===== config.mk =====
export PLATFORM = sky130hd
export DESIGN_NAME = eplat_top
export DESIGN_NICKNAME = d
export VERILOG_FILES = /design/src/eplat_pkg.sv /design/src/eplat_top.sv
export SDC_FILE = /design/constraint.sdc
export NUM_CORES = 1
export LEC_CHECK = 0
export ABC_AREA = 1
export BUFFER_PORTS_ARGS = -buffer_cell sky130_fd_sc_hd__buf_2
export CELL_PAD_IN_SITES_DETAIL_PLACEMENT = 0
export CELL_PAD_IN_SITES_GLOBAL_PLACEMENT = 1
export CORE_MARGIN = 10
export CORE_UTILIZATION = 25
export DETAILED_ROUTE_END_ITERATION = 6
export GPL_ROUTABILITY_DRIVEN = 0
export PLACE_DENSITY = 0.81
export SETUP_SLACK_MARGIN = 0.15
export SYNTH_ARGS = -nofsm -noshare
export SYNTH_HDL_FRONTEND = slang
export SYNTH_SLANG_ARGS = --single-unit

===== constraint.sdc =====
create_clock -name CLK -period 1.4 [get_ports CLK]
set_input_delay 0.07 -clock CLK [delete_from_list [all_inputs] [get_ports CLK]]
set_output_delay 0.07 -clock CLK [all_outputs]
set_load 0.05 [all_outputs]

===== src/eplat_pkg.sv =====
// Constants, register map and state layout of the external pin interrupt latch.
// Assumes a single system clock and a plain one-cycle register port.
package eplat_pkg;

  // Register bus geometry.
  localparam int unsigned DATA_W = 8;
  localparam int unsigned ADDR_W = 8;

  // Register offsets on the plain register port.
  localparam logic [ADDR_W-1:0] SC_OFS   = 8'h00; // Status and control.
  localparam logic [ADDR_W-1:0] EVT_OFS  = 8'h01; // Sticky event status.
  localparam logic [ADDR_W-1:0] MSK_OFS  = 8'h02; // Event interrupt mask.
  localparam logic [ADDR_W-1:0] BRK_OFS  = 8'h03; // Break flag control.

  // Field positions inside the status and control register.
  localparam int unsigned MODE_BIT = 0; // Edge/level select.
  localparam int unsigned MASK_BIT = 1; // Local request mask.
  localparam int unsigned ACK_BIT  = 2; // Write-only acknowledge.
  localparam int unsigned PEND_BIT = 3; // Read-only pending flag.

  // Field position of the break clear enable.
  localparam int unsigned BREAK_CLEAR_ENABLE_BIT = 0;

  // Sticky event bits.
  localparam int unsigned EVT_W       = 2;
  localparam int unsigned EVT_FALL    = 0; // A falling edge was seen.
  localparam int unsigned EVT_SERVICE = 1; // A vector fetch was taken.

  // Values after reset.
  localparam logic              MODE_RST = 1'b0;
  localparam logic              MASK_RST = 1'b0;
  localparam logic              BREAK_CLEAR_ENABLE_RST = 1'b0;
  localparam logic [EVT_W-1:0]  EVT_RST  = 2'h0;
  localparam logic [DATA_W-1:0] RD_RST   = 8'h00;

  // Vector locations of this interrupt, high byte then low byte.
  localparam logic [15:0] VEC_HI_LOC = 16'hfffa;
  localparam logic [15:0] VEC_LO_LOC = 16'hfffb;

  // Whole state of the block, registered as one word.
  typedef struct packed {
    logic              sync1;   // First synchroniser stage.
    logic              sync2;   // Second synchroniser stage.
    logic              sync3;   // Third synchroniser stage.
    logic              pin;     // Filtered pin level.
    logic              latch;   // Request latch.
    logic              ackd;    // Acknowledge seen, level mode.
    logic              mode;    // Edge/level select.
    logic              lmask;   // Local request mask.
    logic              break_clear_enable;    // Break clear enable.
    logic [EVT_W-1:0]  evt;     // Sticky events.
    logic [EVT_W-1:0]  emsk;    // Event mask.
    logic [DATA_W-1:0] rdata;   // Read data register.
    logic [15:0]       vec_hi;  // Vector high byte location.
    logic [15:0]       vec_lo;  // Vector low byte location.
  } eplat_state_t;

endpackage : eplat_pkg


===== src/eplat_top.sv =====
// External pin interrupt latch: pin synchroniser, request latch, status
// and control registers, event interrupt and the CPU-facing request.
// Assumes the pin is asynchronous, vector fetch and break come from the
// CPU on the same clock, and the register master never overlaps strobes.
`timescale 1ns/1ps

module eplat_top
  import eplat_pkg::*;
(
  // Clock and reset.
  input  wire logic              CLK,
  input  wire logic              RST,
  // External interrupt pin, active low.
  input  wire logic              IRQ_PIN_N,
  // CPU side.
  input  wire logic              VEC_FETCH,
  input  wire logic              COND_CODE_I_MASK,
  input  wire logic              BREAK_STATE,
  output logic                   IRQ_REQ,
  output logic                   PIN_LEVEL,
  output logic [15:0]            VEC_ADDR_HI,
  output logic [15:0]            VEC_ADDR_LO,
  // Register port.
  input  wire logic [ADDR_W-1:0] ADDR,
  input  wire logic [DATA_W-1:0] WDATA,
  input  wire logic              WR,
  input  wire logic              RD,
  output logic [DATA_W-1:0]      RDATA,
  // Event interrupt.
  output logic                   INT_OUT
);

  // Reject a data width that cannot hold the status and control fields.
  if (DATA_W < 4) begin : g_width_check
    $error("eplat_top: register width too small for the fields");
  end

  eplat_state_t state_q; // Registered state.
  eplat_state_t state_d; // Next state.

  logic fall;      // Falling edge on the filtered pin.
  logic pin_low;   // Filtered pin is low.
  logic sc_wr;     // Write to status and control.
  logic sw_ack;    // Software acknowledge that may take effect.
  logic any_ack;   // Any acknowledge this cycle.

  // Decode of strobes and edge detection on the filtered pin.
  always_comb begin
    // The edge is taken only from the agreed filtered level, never from a
    // raw synchroniser stage, so a metastable sample cannot fake an edge.
    fall    = state_q.pin & ~state_d.pin;
    pin_low = ~state_q.pin;
    sc_wr   = WR && (ADDR == SC_OFS);
    // A break without the clear enable protects the latch from software.
    sw_ack  = sc_wr && WDATA[ACK_BIT] && (!BREAK_STATE || state_q.break_clear_enable);
    // The vector fetch only ever acknowledges this latch.
    any_ack = VEC_FETCH || sw_ack;
  end

  // Next-state logic for the whole block.
  always_comb begin
    state_d = state_q;

    // Three-stage synchroniser; the level moves once stages two and three agree.
    state_d.sync1 = IRQ_PIN_N;
    state_d.sync2 = state_q.sync1;
    state_d.sync3 = state_q.sync2;
    if (state_q.sync2 == state_q.sync3) begin
      state_d.pin = state_q.sync3;
    end

    // Request latch. A fresh edge always wins over a clear in the same cycle.
    if (!state_q.mode) begin
      // Edge only: any acknowledge clears at once, whatever the pin level, unless a fresh edge comes in the same cycle.
      if (fall) begin
        state_d.latch = 1'b1;
      end else if (any_ack) begin
        state_d.latch = 1'b0;
      end
      state_d.ackd = 1'b0;
    end else begin
      // Edge and level: a low pin keeps the request alive after an ack.
      if (fall || pin_low) begin
        state_d.latch = 1'b1;
      end else if (any_ack || state_q.ackd) begin
        state_d.latch = 1'b0;
      end
      // Remember an acknowledge until the pin returns high.
      state_d.ackd = state_d.latch && (state_q.ackd || any_ack);
    end

    // Control bits of the status and control register.
    if (sc_wr) begin
      state_d.mode  = WDATA[MODE_BIT];
      state_d.lmask = WDATA[MASK_BIT];
    end

    // Break flag control register.
    if (WR && (ADDR == BRK_OFS)) begin
      state_d.break_clear_enable = WDATA[BREAK_CLEAR_ENABLE_BIT];
    end

    // Event mask register.
    if (WR && (ADDR == MSK_OFS)) begin
      state_d.emsk = WDATA[EVT_W-1:0];
    end

    // Sticky events: write one to clear, and a new event beats the clear.
    if (WR && (ADDR == EVT_OFS)) begin
      state_d.evt = state_q.evt & ~WDATA[EVT_W-1:0];
    end
    if (fall) begin
      state_d.evt[EVT_FALL] = 1'b1;
    end
    if (VEC_FETCH) begin
      state_d.evt[EVT_SERVICE] = 1'b1;
    end

    // Read data stand for exactly one cycle after the read strobe.
    state_d.rdata = RD_RST;
    if (RD) begin
      case (ADDR)
        SC_OFS: begin
          // The pending flag ignores the local mask; ack reads as zero.
          state_d.rdata[PEND_BIT] = state_q.latch;
          state_d.rdata[ACK_BIT]  = 1'b0;
          state_d.rdata[MASK_BIT] = state_q.lmask;
          state_d.rdata[MODE_BIT] = state_q.mode;
        end
        EVT_OFS: begin
          state_d.rdata[EVT_W-1:0] = state_q.evt;
        end
        MSK_OFS: begin
          state_d.rdata[EVT_W-1:0] = state_q.emsk;
        end
        BRK_OFS: begin
          state_d.rdata[BREAK_CLEAR_ENABLE_BIT] = state_q.break_clear_enable;
        end
        default: begin
          // Unmapped addresses read as zero.
          state_d.rdata = RD_RST;
        end
      endcase
    end

    // The vector locations are fixed; they are held in flip-flops.
    state_d.vec_hi = VEC_HI_LOC;
    state_d.vec_lo = VEC_LO_LOC;
  end

  // State register with synchronous reset.
  always_ff @(posedge CLK) begin
    if (RST) begin
      // The chain keeps sampling through reset and the filtered level takes
      // the agreed level, idle high unless both stages hold low; a pin held
      // low through reset then shows no falling edge when reset ends.
      state_q.sync1  <= IRQ_PIN_N;
      state_q.sync2  <= state_q.sync1;
      state_q.sync3  <= state_q.sync2;
      state_q.pin    <= state_q.sync2 | state_q.sync3;
      state_q.latch  <= 1'b0;
      state_q.ackd   <= 1'b0;
      state_q.mode   <= MODE_RST;
      state_q.lmask  <= MASK_RST;
      state_q.break_clear_enable   <= BREAK_CLEAR_ENABLE_RST;
      state_q.evt    <= EVT_RST;
      state_q.emsk   <= EVT_RST;
      state_q.rdata  <= RD_RST;
      state_q.vec_hi <= VEC_HI_LOC;
      state_q.vec_lo <= VEC_LO_LOC;
    end else begin
      state_q <= state_d;
    end
  end

  // Outputs. The request is withheld by either the local or the global mask.
  // Software in level mode is expected to set the local mask in its handler
  // otherwise the still-low pin raises the request again at once.
  assign IRQ_REQ     = state_q.latch && !state_q.lmask && !COND_CODE_I_MASK;
  assign PIN_LEVEL   = state_q.pin;
  assign VEC_ADDR_HI = state_q.vec_hi;
  assign VEC_ADDR_LO = state_q.vec_lo;
  assign RDATA       = state_q.rdata;
  assign INT_OUT     = |(state_q.evt & state_q.emsk);
endmodule : eplat_top


Word level (Yosys, flattened, before mapping)
Cells that the tools add are included.
- register bits: 53
- bits of input ports: 24
- output and inout port bits: 43
- logic and storage cells: 73
- eq/ne operators: 4
- multiplexer cells: 18
- bitwise gates (word level): 10
- reduce and logical (&&, ||, !) cells: 24
- operators by type and width (operator ; count):
    $mux W50 ; 1
    $eq A8 B2 Y1 const B ; 2
    $mux W2 ; 5
    $logic_and A1 B1 Y1 ; 9
    $mux W1 ; 9
    $eq A8 B1 Y1 const B ; 1
    $logic_not A8 Y1 ; 1
    $reduce_or A2 Y1 ; 3
    $not A1 Y1 ; 5
    $and A2 B2 Y2 ; 2
    $logic_or A1 B1 Y1 ; 4
    $mux W4 ; 1
    $pmux W1 S4 ; 1
    $reduce_bool A2 Y1 ; 2
    $logic_not A1 Y1 ; 3
    $pmux W1 S3 ; 1
    $reduce_bool A3 Y1 ; 1
    $reduce_or A3 Y1 ; 1
    $not A2 Y2 ; 1
    $and A1 B1 Y1 ; 1
    $eq A1 B1 Y1 ; 1
    $or A1 B1 Y1 ; 1

Logic depth before layout (Yosys ltp)
Gate-level depths: netlist of run 1.
- depth in word-level cells: 12
- gate-level depth with buffers: 9
- mapped depth without buffers: 9

Least setup slack after synthesis of run 1
No wires, ideal clock.
- kind: register -> output
- start point: reg state_q[48] (netlist name)
- end point: out IRQ_REQ
- data arrival time: 1.439 ns
- data required time: 1.330 ns
- path slack: -0.109 ns
- stages on the path, launching flop included: 3
- path buffers: 0
- cell sequence: dfxtp_1 -> inv_1 -> nor3_1
- cells in the longest elaborated chain, start to end: 2
- ends and longest elaborated chain (element ; RTL line ; source):
    start, declared ; eplat_top.sv:38 ; eplat_state_t state_q;
    start signal, assigned ; eplat_top.sv:172 ; state_q <= state_d;
    $logic_and A1 B1 Y1 (2 in series) ; eplat_top.sv:179 ; assign IRQ_REQ = state_q.latch && !state_q.lmask && !COND_CODE_I_MASK;
    end, declared ; eplat_top.sv:19 ; output logic IRQ_REQ,
Every way passes these cells.

Worst setup path after layout of run 1
- start point: reg state_q, in the netlist state_d[50]
- end point: reg state_q[48] (netlist name)
- cells in the longest elaborated chain, start to end: 8
- elaborated cells on any way between the ends: 10
- those cells by class: 1 x eq/ne; 5 x mux; 2 x bitwise; 2 x reduce/logical
- ends and longest elaborated chain (element ; RTL line ; source):
    $eq A1 B1 Y1 (*) ; eplat_top.sv:68 ; if (state_q.sync2 == state_q.sync3) begin
    $mux W1 (*) ; eplat_top.sv:68 ;
    $not A1 Y1 (*) ; eplat_top.sv:51 ; fall = state_q.pin & ~state_d.pin;
    $and A1 B1 Y1 (*) ; eplat_top.sv:51 ;
    $logic_or A1 B1 Y1 ; eplat_top.sv:83 ; if (fall || pin_low) begin
    $mux W1 ; eplat_top.sv:83 ;
    $mux W1 ; eplat_top.sv:73 ; if (!state_q.mode) begin
    $mux W2 ; eplat_top.sv:73 ;
Mark *: on every way between the ends. The rest lies on a longest branch, timed or not. The select of a mux whose other input is x is not followed.
A chain may end at the register's enable or synchronous reset.

==> results of run 1 <==
[cells in the final DEF, fill, tap and decap left out]
master / count
sky130_fd_sc_hd__nor3_2: 1
sky130_fd_sc_hd__conb_1: 37
sky130_fd_sc_hd__nor2_1: 6
sky130_fd_sc_hd__clkbuf_8: 3
sky130_fd_sc_hd__a21oi_1: 7
sky130_fd_sc_hd__a22o_1: 2
sky130_fd_sc_hd__nand4_2: 1
sky130_fd_sc_hd__buf_2: 24
sky130_fd_sc_hd__nand3_2: 1
sky130_fd_sc_hd__nor4_1: 1
sky130_fd_sc_hd__nor2_8: 1
sky130_fd_sc_hd__nand2_1: 17
sky130_fd_sc_hd__inv_1: 10
sky130_fd_sc_hd__dfxtp_1: 14
sky130_fd_sc_hd__nand3_4: 1
sky130_fd_sc_hd__nor2_4: 4
sky130_fd_sc_hd__nand4_1: 1
sky130_fd_sc_hd__dlygate4sd3_1: 1
sky130_fd_sc_hd__nand3b_1: 1
sky130_fd_sc_hd__a21oi_2: 2
sky130_fd_sc_hd__a21boi_1: 1
sky130_fd_sc_hd__nand2_4: 1
sky130_fd_sc_hd__inv_2: 2
sky130_fd_sc_hd__nand2_2: 1
sky130_fd_sc_hd__buf_4: 4
sky130_fd_sc_hd__dfxtp_2: 2
sky130_fd_sc_hd__o21ai_0: 2
sky130_fd_sc_hd__nand3_1: 12
sky130_fd_sc_hd__nor2_2: 4
sky130_fd_sc_hd__ha_4: 1
[sequential cells by signal, indices dropped and copies added, names as in the netlist]
name / count
RDATA: 3
PIN_LEVEL: 1
state_d: 2
state_q: 10
[cell usage after synthesis]
library cell and count:
sky130_fd_sc_hd__a21boi_1 1, sky130_fd_sc_hd__a21oi_1 8, sky130_fd_sc_hd__a21oi_2 1, sky130_fd_sc_hd__a22o_1 2
sky130_fd_sc_hd__buf_2 1, sky130_fd_sc_hd__buf_4 40, sky130_fd_sc_hd__clkbuf_1 1, sky130_fd_sc_hd__conb_1 2
sky130_fd_sc_hd__dfxtp_1 16, sky130_fd_sc_hd__ha_1 1, sky130_fd_sc_hd__inv_1 12, sky130_fd_sc_hd__nand2_1 17
sky130_fd_sc_hd__nand2_2 1, sky130_fd_sc_hd__nand2_4 1, sky130_fd_sc_hd__nand3_1 12, sky130_fd_sc_hd__nand3_2 1
sky130_fd_sc_hd__nand3_4 1, sky130_fd_sc_hd__nand3b_1 1, sky130_fd_sc_hd__nand4_1 1, sky130_fd_sc_hd__nand4_2 1
sky130_fd_sc_hd__nor2_1 9, sky130_fd_sc_hd__nor2_2 3, sky130_fd_sc_hd__nor2_4 2, sky130_fd_sc_hd__nor2_8 1
sky130_fd_sc_hd__nor3_1 1, sky130_fd_sc_hd__nor4_1 1, sky130_fd_sc_hd__o21ai_0 2
[area by class of cell]
type	instances	area (µm²)
repair buffers	29	160.2
multi-input cells	105	575.6
flip-flops and latches	16	322.8
well taps	50	62.56
fillers	471	2879
inverters	12	45.04
clock buffers	3	41.29
[worst max-delay path, cell delays in order (launching register included)]
cell	delay, ns
sky130_fd_sc_hd__dfxtp_2	0.32
sky130_fd_sc_hd__inv_1	0.06
sky130_fd_sc_hd__ha_4	0.28
sky130_fd_sc_hd__nor2_4	0.03
sky130_fd_sc_hd__buf_4	0.12
sky130_fd_sc_hd__nor2_2	0.11
sky130_fd_sc_hd__nand3_1	0.09
sky130_fd_sc_hd__nand2_1	0.07
sky130_fd_sc_hd__inv_1	0.03
[metal layers]
metal	part of all wire (%)	track usage, %	up-vias	wire length [µm]
li1	-	-	420	-
met1	41	6.341	338	945
met2	48	10.08	33	1092
met3	9.8	3.595	4	224
met4	1.2	2.695	0	28
met5	0	0	-	0
[power breakdown]
| part | switching, µW | internal, µW | leakage (µW) |
|---|---|---|---|
| registers | 8.85 | 470 | 0.000131 |
| clock network | 143 | 190 | 0.0000216 |
| logic | 304 | 61.1 | 0.000443 |
| total | 456 | 722 | 0.000595 |
[worst min-delay path by stage]
| stage | startpoint | slack [ns] | cells past startpoint | to |
|---|---|---|---|---|
| 2_1_floorplan | IRQ_PIN_N | 0.1 | 0 | state_d[51]$_DFF_P_ |
| 3_3_place_gp | IRQ_PIN_N | 0.17 | 1 | state_d[51]$_DFF_P_ |
| 3_5_place_dp | IRQ_PIN_N | 0.17 | 1 | state_d[51]$_DFF_P_ |
| 4_1_cts | RD | 0.05 | 3 | RDATA[1]$_SDFF_PP0_ |
| 5_1_grt | RD | 0.06 | 3 | RDATA[1]$_SDFF_PP0_ |
| 6_report | RD | 0.05 | 3 | RDATA[1]$_SDFF_PP0_ |
[logic make-up after synthesis]
| kind of cell | count (synthesis) | share of synthesized area (%) |
|---|---|---|
| fa+ha+maj | 1 | 1.159 |
| flops | 16 | 29.66 |
| simple gates | 53 | 27.93 |
| compound gates | 14 | 7.765 |
| other cells | 2 | 0.6955 |
| buf+inv | 54 | 32.79 |
[repair_timing]
item	CTS	global route
endpoints found under the hold margin	1	0
setup buffers	3	1
pin swaps	4	5
hold buffers	1	0
setup endpoints to repair	1	2
gates resized for setup	5	6
[per-stage QoR]
step / cells / worst slack (ns) / util [%] / cell area [µm²]
floorplan: 175 / 0.1692 / - / 1216
global placement: 207 / 0.07848 / 26.67 / 1090
detailed placement: 207 / 0.04811 / 26.67 / 1090
CTS: 214 / 0.1561 / 28.97 / 1184
global route: 215 / 0.08704 / 29.55 / 1207
finish: 215 / 0.2017 / 29.55 / 1207
==> out/summary.log, run 1 <==
[power] worst supply voltage drop on vdd 0.3288 mV
[die] Starting Density 26.42%
[global_route] vias in the first global route 842
[clock_tree] CTS tree built
[power] pwr dens 975.2 mW/mm²
[cells_and_area] fraction of layout instances using a drive strength above 1 32.12%
[cells_and_area] Area Overhead vs Synth 11.82%
[setup_path] Reg2Reg Depth 8
[clock_tree] Clock H-tree levels 1
[die] full die area 0.007348 mm²
[timing] Total Negative Setup Slacks 0 ns
[route] DR DRC count 0
[route] Avg WL per Cell 10.66 µm
[setup_path] Critical Path Source Type register
[setup_path] capture instance of the worst register-to-register path state_q[48]$_SDFFE_PP0P_
[die] die boundary height 85.72 µm
[timing] share of the clock period used by the worst path after layout 85.59%
[cells_and_area] Final Net Count 192
[placed_design] DP Wirelength 1954 µm
[power] Final Power 1178 µW
[timing] Worst Hold Slack 0.05292 ns
[timing] setup skew after layout 0.002940 ns
[synthesis] fraction of synthesized cell area taken by the top area cell type 29.66%
[global_route] wire length of the first global-routing pass 3746 µm
[flow_run] Max Cap Viol 0
[setup_path] critical path class register to register
[timing] Fin. Hold Viols 0
[clock_tree] CTS clk-pin slew, worst paths 0.06 ns
[route] Detailed Routing Iterations Pass 1 4
[clock_tree] clock latency on the worst-skew pair 0.24 ns
[synthesis] Area contributors post-synth sky130_fd_sc_hd__dfxtp_1 30%, sky130_fd_sc_hd__buf_4 28%, sky130_fd_sc_hd__nand2_1 5.9%
[die] Top Ports 67
[die] site row count 23
[power] leak pwr 0.0005952 µW
[timing] RSZ-0062 raised after global routing true
[synthesis] number of instances in the synthesized netlist 140
[setup_path] capturing element of the worst setup path state_q[48]$_SDFFE_PP0P_
[synthesis] Synth area leader sky130_fd_sc_hd__dfxtp_1
[synthesis] portion of the post-synthesis area used by sequential elements 29.66%
[die] die width 85.72 µm
[clock_tree] Clock Path Buffers 2
[setup_path] Setup crit end kind register
[synthesis] synthesized area divided by synthesized cell count 7.713 µm²
[setup_path] Worst EP arrival 1.35 ns
[synthesis] YS warnings 0
[setup_path] Worst EP required 1.55 ns
[cells_and_area] number of antenna diodes 0
[route] count of nets left with antenna violations after detail routing 0
[route] number of vias per cell after detailed routing 3.698
[setup_path] register-to-register setup slack 0.20 ns
[route] aggregate routed wire length 2291 µm
[timing] timing-limited maximum frequency 0.8345 GHz
[timing] setup violation total in the final timing report 0
[route] total via count after detailed routing 795
[setup_path] timing startpoint of the critical path state_d[50]$_DFF_P_
[run_status] status complete, no violations
[clock_tree] Num Clock Sinks 16
[global_route] maximum number of pins on one net before global-route repair 11
[die] Floorplan Core Area 0.004086 mm²
[global_route] overall overflow remaining after global route 0
[setup_path] biggest fanout along the worst timing path 2
[synthesis] number of distinct standard cells referenced by the synthesized netlist 27
[clock_tree] TritonCTS buffer count 3
[worst_hold_path] type of the worst min-delay path input port to register
[synthesis] total of flip-flops plus latches after synthesis 16
[synthesis] mapped cell area 0.001080 mm²
[placed_design] Buffers on Ports 24
[timing] Max Transition Viols Final 0
[clock_tree] buffer cell driving the clock tree root sky130_fd_sc_hd__clkbuf_8
[timing] fin crit period 1.198 ns
[setup_path] launch instance of the worst register-to-register path state_d[50]$_DFF_P_
[global_route] Tot GR Track Use 6.196%
[global_route] initial antenna violation count 0
[route] drt first-iter violations 27
Power figures use the tool's default switching activity.
==> run 2: changes to the inputs <==
Settings changed: ABC_AREA 1 to not set, GPL_ROUTABILITY_DRIVEN 0 to not set.
==> run 2 against run 1 <==
Effect of this change:
- synthesized cell count decreased by 19%
- sequential share of layout area increased by 2.3 points
- largest cell class unchanged
- combinational power decreased by 5.8%
- critical path type unchanged
- first-iteration DRC count increased by 33%
==> out/summary.log, run 2 <==
[clock_tree] Num Clock Sinks 16 [unchanged]
[cells_and_area] number of antenna diodes 0 [unchanged]
[route] DR DRC count 0 [unchanged]
[synthesis] Synth area leader sky130_fd_sc_hd__dfxtp_1 [unchanged]
[synthesis] number of distinct standard cells referenced by the synthesized netlist 24 [was 27]
[clock_tree] Clock Path Buffers 2 [unchanged]
[cells_and_area] leading cell types in the layout, fill and taps excluded 37 x sky130_fd_sc_hd__conb_1, 24 x sky130_fd_sc_hd__buf_2, 15 x sky130_fd_sc_hd__dfxtp_1 [was 37 x sky130_fd_sc_hd__conb_1, 24 x sky130_fd_sc_hd__buf_2, 17 x sky130_fd_sc_hd__nand2_1]
[setup_path] cells traversed along the worst timing path inv_1 -> ha_4 -> o2111ai_1 -> o2111ai_1 -> a21oi_1 [was inv_1 -> ha_4 -> nor2_4 -> buf_4 -> nor2_2 -> nand3_1 -> nand2_1 -> inv_1]
[power] worst supply voltage drop on vdd 0.2971 mV [was 0.3288 mV]
[timing] Total Negative Setup Slacks 0 ns [unchanged]
[setup_path] cell with the biggest individual delay on the critical path sky130_fd_sc_hd__dfxtp_2 [unchanged]
[timing] Worst Hold Slack 0.07808 ns [was 0.05292 ns]
[setup_path] Critical Path Source Type register [unchanged]
[synthesis] total of flip-flops plus latches after synthesis 16 [unchanged]
[die] die boundary height 83.44 µm [was 85.72 µm]
[route] drt first-iter violations 36 [was 27]
[global_route] wire length of the first global-routing pass 3394 µm [was 3746 µm]
[cells_and_area] Final Net Count 165 [was 192]
[synthesis] synthesized area divided by synthesized cell count 8.902 µm² [was 7.713 µm²]
[die] site row count 22 [was 23]
[route] number of vias per cell after detailed routing 3.737 [was 3.698]
[route] Detailed Routing Iterations Pass 1 4 [unchanged]
[cells_and_area] fraction of layout instances using a drive strength above 1 26.09% [was 32.12%]
[clock_tree] CTS clk-pin slew, worst paths 0.06 ns [about the same]
[clock_tree] TritonCTS buffer count 3 [unchanged]
[power] pwr dens 1048 mW/mm² [was 975.2 mW/mm²]
[synthesis] share of flip-flops with an asynchronous set or reset after synthesis 0% [unchanged]
[setup_path] slowest stage delay, CP 0.32 ns [about the same]
[cells_and_area] register with the most flip-flops state_q [unchanged]
[placed_design] Buffers on Ports 24 [unchanged]
[timing] Max Transition Viols Final 0 [unchanged]
[route] Avg WL per Cell 11.90 µm [was 10.66 µm]
[route] total via count after detailed routing 695 [was 795]
[power] leak pwr 0.0005613 µW [was 0.0005952 µW]
[global_route] vias in the first global route 769 [was 842]
[synthesis] top_reg_cell synth sky130_fd_sc_hd__dfxtp_1 [unchanged]
[die] full die area 0.006961 mm² [was 0.007348 mm²]
[timing] fin crit period 1.142 ns [was 1.198 ns]
[synthesis] portion of the post-synthesis area used by sequential elements 31.84% [was 29.66%]
[synthesis] YS warnings 0 [unchanged]
[flow_run] Max Cap Viol 0 [unchanged]
[clock_tree] clock latency on the worst-skew pair 0.24 ns [about the same]
[timing] RSZ-0062 raised after global routing false [was true]
[die] Top Ports 67 [unchanged]
[global_route] maximum number of pins on one net before global-route repair 12 [was 11]
[global_route] Tot GR Track Use 5.860% [was 6.196%]
[die] Floorplan Core Area 0.003771 mm² [was 0.004086 mm²]
[synthesis] mapped cell area 0.001006 mm² [was 0.001080 mm²]
[synthesis] most repeated cell in the gate-level netlist after synthesis sky130_fd_sc_hd__buf_4 [unchanged]
[timing] share of the clock period used by the worst path after layout 81.54% [was 85.59%]
[placed_design] DP Wirelength 1925 µm [was 1954 µm]
[run_status] status complete, no violations [unchanged]
[route] count of nets left with antenna violations after detail routing 0 [unchanged]
[route] aggregate routed wire length 2213 µm [was 2291 µm]
[synthesis] number of synthesized flops with an enable pin 0 [unchanged]
[setup_path] CP most frequent cell sky130_fd_sc_hd__o2111ai_1 [was sky130_fd_sc_hd__inv_1]
[clock_tree] buffer cell driving the clock tree root sky130_fd_sc_hd__clkbuf_8 [unchanged]
[die] Starting Density 26.68% [was 26.42%]
[clock_tree] CTS tree built [unchanged]
[synthesis] Area contributors post-synth sky130_fd_sc_hd__dfxtp_1 32%, sky130_fd_sc_hd__buf_4 30%, sky130_fd_sc_hd__mux2i_1 7.0% [was sky130_fd_sc_hd__dfxtp_1 30%, sky130_fd_sc_hd__buf_4 28%, sky130_fd_sc_hd__nand2_1 5.9%]
[clock_tree] Clock H-tree levels 1 [unchanged]
[placed_design] gp weighted congestion 0.8364
[cells_and_area] most common library cell in the layout ignoring fill and taps sky130_fd_sc_hd__conb_1 [unchanged]
[setup_path] Worst EP arrival 1.32 ns [was 1.35 ns]
[setup_path] biggest fanout along the worst timing path 5 [was 2]
[timing] Fin. Hold Viols 0 [unchanged]
[synthesis] number of instances in the synthesized netlist 113 [was 140]
[timing] setup violation total in the final timing report 0 [unchanged]
[cells_and_area] Largest register FFs 10 [unchanged]
[synthesis] list of most frequent post-synthesis cells 40 x sky130_fd_sc_hd__buf_4, 16 x sky130_fd_sc_hd__dfxtp_1, 14 x sky130_fd_sc_hd__nor2_1, 7 x sky130_fd_sc_hd__mux2i_1, 5 x sky130_fd_sc_hd__inv_1 [was 40 x sky130_fd_sc_hd__buf_4, 17 x sky130_fd_sc_hd__nand2_1, 16 x sky130_fd_sc_hd__dfxtp_1, 12 x sky130_fd_sc_hd__inv_1, 12 x sky130_fd_sc_hd__nand3_1]
[setup_path] critical path class register to register [unchanged]
[worst_hold_path] type of the worst min-delay path input port to register [unchanged]
[die] die width 83.44 µm [was 85.72 µm]
[global_route] overall overflow remaining after global route 0 [unchanged]
[setup_path] Worst EP required 1.58 ns [was 1.55 ns]
[cells_and_area] Final Util 29.33% [was 29.55%]
[synthesis] fraction of synthesized cell area taken by the top area cell type 31.84% [was 29.66%]
[timing] timing-limited maximum frequency 0.8760 GHz [was 0.8345 GHz]
[setup_path] Setup crit end kind register [unchanged]
[timing] setup skew after layout 0.0008721 ns [was 0.002940 ns]
[global_route] initial antenna violation count 0 [unchanged]
[cells_and_area] Area Overhead vs Synth 9.950% [was 11.82%]
==> run 2: changes by cell type after synthesis, sizes merged, moves of 3 or more <==
cell / before / now
a21oi: 9 / 4
nand4: 2 / 5
nand2: 19 / 1
inv: 12 / 5
nand3: 14 / 1
mux2i: 0 / 7
nor2b: 0 / 3
==> run 2: worst max-delay path, delay by kind of cell, from the launching register on <==
kind,cells,cell delay (ns)
adders and majority gates,1,0.25
AOI/OAI and AO/OA,3,0.44
buffers and inverters,1,0.07
DFF,1,0.32
==> run 2: cells by family after synthesis <==
group / synth area share [%]
AOI/OAI and AO/OA: 8.707
adders and majority gates: 1.244
buffers and inverters: 32.09
DFF: 31.84
muxes: 9.204
other: 0.7465
and+or+nand+nor: 16.17
==> run 2: per-stage QoR <==
stage	std cells	total power, µW	cell area (µm²)	setup slack (ns)
after floorplan	148	849.9	1142	0.1796
after global placement	181	821.3	1033	0.1234
after detailed placement	181	823.4	1033	0.09972
after CTS	185	1166	1097	0.1670
after global routing	186	1211	1106	0.1541
final	186	1159	1106	0.2585
==> run 2: where the power goes <==
| group | total, µW | internal (µW) | switching, µW |
|---|---|---|---|
| Combinational | 344 | 55.0 | 289 |
| Sequential | 483 | 471 | 12.5 |
| Clock | 332 | 190 | 141 |
==> run 2: repair_timing <==
action	CTS	global route
endpoints found under the hold margin	1	0
resized for setup	1	1
pin swaps	0	1
hold buffers	1	0
buffers inserted	0	1
endpoints found under the setup margin	1	2
==> run 2: routing by layer <==
metal | up-vias | share of wire (%) | track usage (%) | wire, µm
met2 | 28 | 51 | 10.06 | 1118
li1 | 355 | - | - | -
met4 | 0 | 0 | 1.815 | 0
met3 | 0 | 9.9 | 3.516 | 218
met1 | 312 | 40 | 5.771 | 876
met5 | - | 0 | 0 | 0
==> run 2: worst paths after layout <==
check	start	end	slack [ns]	cells after the start
min	VEC_FETCH	state_q[43]$_SDFFE_PP0P_	0.08	3
max	state_q[50]$_DFF_P_	state_q[48]$_SDFFE_PP0P_	0.26	5
min reg2reg	state_d[51]$_DFF_P_	state_d[50]$_DFF_P_	0.33	0
max reg2reg	state_q[50]$_DFF_P_	state_q[48]$_SDFFE_PP0P_	0.26	5
==> run 2: cell type report <==
class                      instances  area, µm²
multi-input combinational         86      511.7
fill                             419       2665
sequential                        16      321.6
tap                               48      60.06
inverter                           5      18.77
clock buffer                       3      41.29
timing repair buffer              28      152.6
==> run 3: changes to the inputs <==
Clock period 1.4 ns to 1.15 ns, I/O delays scaled along.
==> run 3 against run 2 <==
Effect of this change:
- first-iteration DRC count increased by 8.3%
- wire length increased by 3.3%
- critical endpoint unchanged
- clock skew increased by 0.0024 ns
==> out/summary.log, run 3 (synthesis gave the netlist of run 2 again) <==
[route] Detailed Routing Iterations Pass 1 5 [was 4]
[setup_path] Reg2Reg Depth 5 [unchanged]
[setup_path] Worst EP required 1.33 ns [was 1.58 ns]
[clock_tree] CTS tree built [unchanged]
[clock_tree] Clock H-tree levels 1 [unchanged]
[worst_hold_path] type of the worst min-delay path input port to register [unchanged]
[global_route] wire length of the first global-routing pass 3512 µm [was 3394 µm]
[die] die boundary height 83.44 µm [unchanged]
[route] number of vias per cell after detailed routing 3.735 [was 3.737]
[cells_and_area] Largest register FFs 10 [unchanged]
[clock_tree] Num Clock Sinks 16 [unchanged]
[timing] setup violation total in the final timing report 0 [unchanged]
[setup_path] timing startpoint of the critical path state_d[50]$_DFF_P_ [was state_q[50]$_DFF_P_]
[cells_and_area] fraction of layout instances using a drive strength above 1 33.33% [was 26.09%]
[setup_path] capture instance of the worst register-to-register path state_q[48]$_SDFFE_PP0P_ [unchanged]
[die] Floorplan Core Area 0.003771 mm² [unchanged]
[route] aggregate routed wire length 2286 µm [was 2213 µm]
[die] full die area 0.006961 mm² [unchanged]
[timing] PnR worst setup slack 0.04592 ns [was 0.2585 ns]
[route] count of nets left with antenna violations after detail routing 0 [unchanged]
[worst_hold_path] Hold Path Origin VEC_FETCH [unchanged]
[cells_and_area] most common library cell in the layout ignoring fill and taps sky130_fd_sc_hd__conb_1 [unchanged]
[clock_tree] TritonCTS buffer count 3 [unchanged]
[worst_hold_path] number of cells traversed by the worst hold path 3 [unchanged]
[placed_design] DP Wirelength 1940 µm [was 1925 µm]
[setup_path] Setup crit end kind register [unchanged]
[global_route] maximum number of pins on one net before global-route repair 12 [unchanged]
[global_route] Tot GR Track Use 6.274% [was 5.860%]
[timing] Max Transition Viols Final 0 [unchanged]
[setup_path] Worst EP arrival 1.29 ns [was 1.32 ns]
[setup_path] biggest fanout along the worst timing path 5 [unchanged]
[global_route] vias in the first global route 731 [was 769]
[route] drt first-iter violations 39 [was 36]
[worst_hold_path] Hold Path Sink state_q[43]$_SDFFE_PP0P_ [unchanged]
[die] Top Ports 67 [unchanged]
[global_route] initial antenna violation count 0 [unchanged]
[power] worst supply voltage drop on vdd 0.3839 mV [was 0.2971 mV]
[timing] Fin. Hold Viols 0 [unchanged]
[cells_and_area] final instance count without filler cells 189 [was 186]
[cells_and_area] leading cell types in the layout, fill and taps excluded 37 x sky130_fd_sc_hd__conb_1, 21 x sky130_fd_sc_hd__buf_2, 14 x sky130_fd_sc_hd__nor2_1 [was 37 x sky130_fd_sc_hd__conb_1, 24 x sky130_fd_sc_hd__buf_2, 15 x sky130_fd_sc_hd__dfxtp_1]
[route] total via count after detailed routing 706 [was 695]
[timing] RSZ-0062 raised after global routing true [was false]
[cells_and_area] Area Overhead vs Synth 16.42% [was 9.950%]
[placed_design] Buffers on Ports 24 [unchanged]
[global_route] overall overflow remaining after global route 0 [unchanged]
[die] die width 83.44 µm [unchanged]
[timing] fin crit period 1.104 ns [was 1.142 ns]
[cells_and_area] register with the most flip-flops state_q [unchanged]
[setup_path] critical path class register to register [unchanged]
[run_status] status complete, no violations [unchanged]
[placed_design] worst setup slack before clock tree synthesis -0.01982 ns [was 0.09972 ns]
[timing] timing-limited maximum frequency 0.9057 GHz [was 0.8760 GHz]
[timing] setup skew after layout 0.003236 ns [was 0.0008721 ns]
[cells_and_area] Final Net Count 167 [was 165]
[die] site row count 22 [unchanged]
[clock_tree] buffer cell driving the clock tree root sky130_fd_sc_hd__clkbuf_8 [unchanged]
[route] Avg WL per Cell 12.10 µm [was 11.90 µm]
[clock_tree] CTS clk-pin slew, worst paths 0.06 ns [about the same]
[clock_tree] Clock Path Buffers 2 [unchanged]
[power] leak pwr 0.0005798 µW [was 0.0005613 µW]
[power] pwr dens 1307 mW/mm² [was 1048 mW/mm²]
[placed_design] gp weighted congestion 0.8131 [was 0.8364]
[setup_path] register-to-register setup slack 0.05 ns [was 0.26 ns]
[clock_tree] clock latency on the worst-skew pair 0.25 ns [was 0.24 ns]
[flow_run] Max Cap Viol 0 [unchanged]
[setup_path] Critical Path Source Type register [unchanged]
[die] Starting Density 26.68% [unchanged]
[cells_and_area] number of antenna diodes 0 [unchanged]
[timing] share of the clock period used by the worst path after layout 96.01% [was 81.54%]
[setup_path] launch instance of the worst register-to-register path state_d[50]$_DFF_P_ [was state_q[50]$_DFF_P_]
[route] DR DRC count 0 [unchanged]
[cells_and_area] Final Util 31.06% [was 29.33%]
[placed_design] cell total after placement 182 [was 181]
==> run 3: how the worst max path moves through the flow <==
stage,to,depth (start not counted)
4_1_cts,state_q[48]$_SDFFE_PP0P_,5
5_1_grt,state_q[48]$_SDFFE_PP0P_,5
3_3_place_gp,state_q[48]$_SDFFE_PP0P_,6
3_5_place_dp,state_q[48]$_SDFFE_PP0P_,6
2_1_floorplan,state_q[48]$_SDFFE_PP0P_,5
6_report,state_q[48]$_SDFFE_PP0P_,5
==> run 3: metal layers <==
layer	track usage, %	up-vias	wire length, µm
met1	6.042	309	830
met2	9.777	30	1142
met5	0	-	0
met3	3.711	4	255
met4	4.539	0	57
li1	-	363	-
==> run 3: cell type report <==
cell class	count	area, µm²
Sequential cell	16	326.6
Inverter	5	18.77
Timing Repair Buffer	30	182.7
Tap cell	48	60.06
Fill cell	424	2600
Clock buffer	4	55.05
Multi-Input combinational cell	86	528.0
==> run 3: report_power, final <==
group | internal [µW] | total (µW) | switching [µW]
combinational | 79.4 | 435 | 356
sequential | 575 | 593 | 18.0
clock | 304 | 502 | 198
total | 958 | 1530 | 572
==> run 3: through the flow <==
step | hold slack [ns] | setup TNS, ns | cell area, µm² | power, µW
floorplan | 0.08522 | 0 | 1164 | 1044
global placement | 0.1613 | -0.008452 | 1062 | 1012
detailed placement | 0.1620 | -0.01982 | 1062 | 1012
CTS | 0.06808 | 0 | 1152 | 1523
global route | 0.08847 | -0.02622 | 1171 | 1596
finish | 0.06618 | 0 | 1171 | 1530
==> run 3: worst max-delay path, cell delays in order, from the launching register on <==
cell                        delay, ns
sky130_fd_sc_hd__dfxtp_2         0.33
sky130_fd_sc_hd__inv_2           0.04
sky130_fd_sc_hd__ha_4            0.25
sky130_fd_sc_hd__o2111ai_2       0.16
sky130_fd_sc_hd__o2111ai_1       0.12
sky130_fd_sc_hd__a21oi_1         0.13
==> run 3: what timing repair did <==
item                                   CTS  global route
setup buffers                            1             1
pin swaps                                2             3
setup endpoints to repair                8             7
hold buffers                             1             0
resized for setup                        9             4
endpoints found under the hold margin    1             0
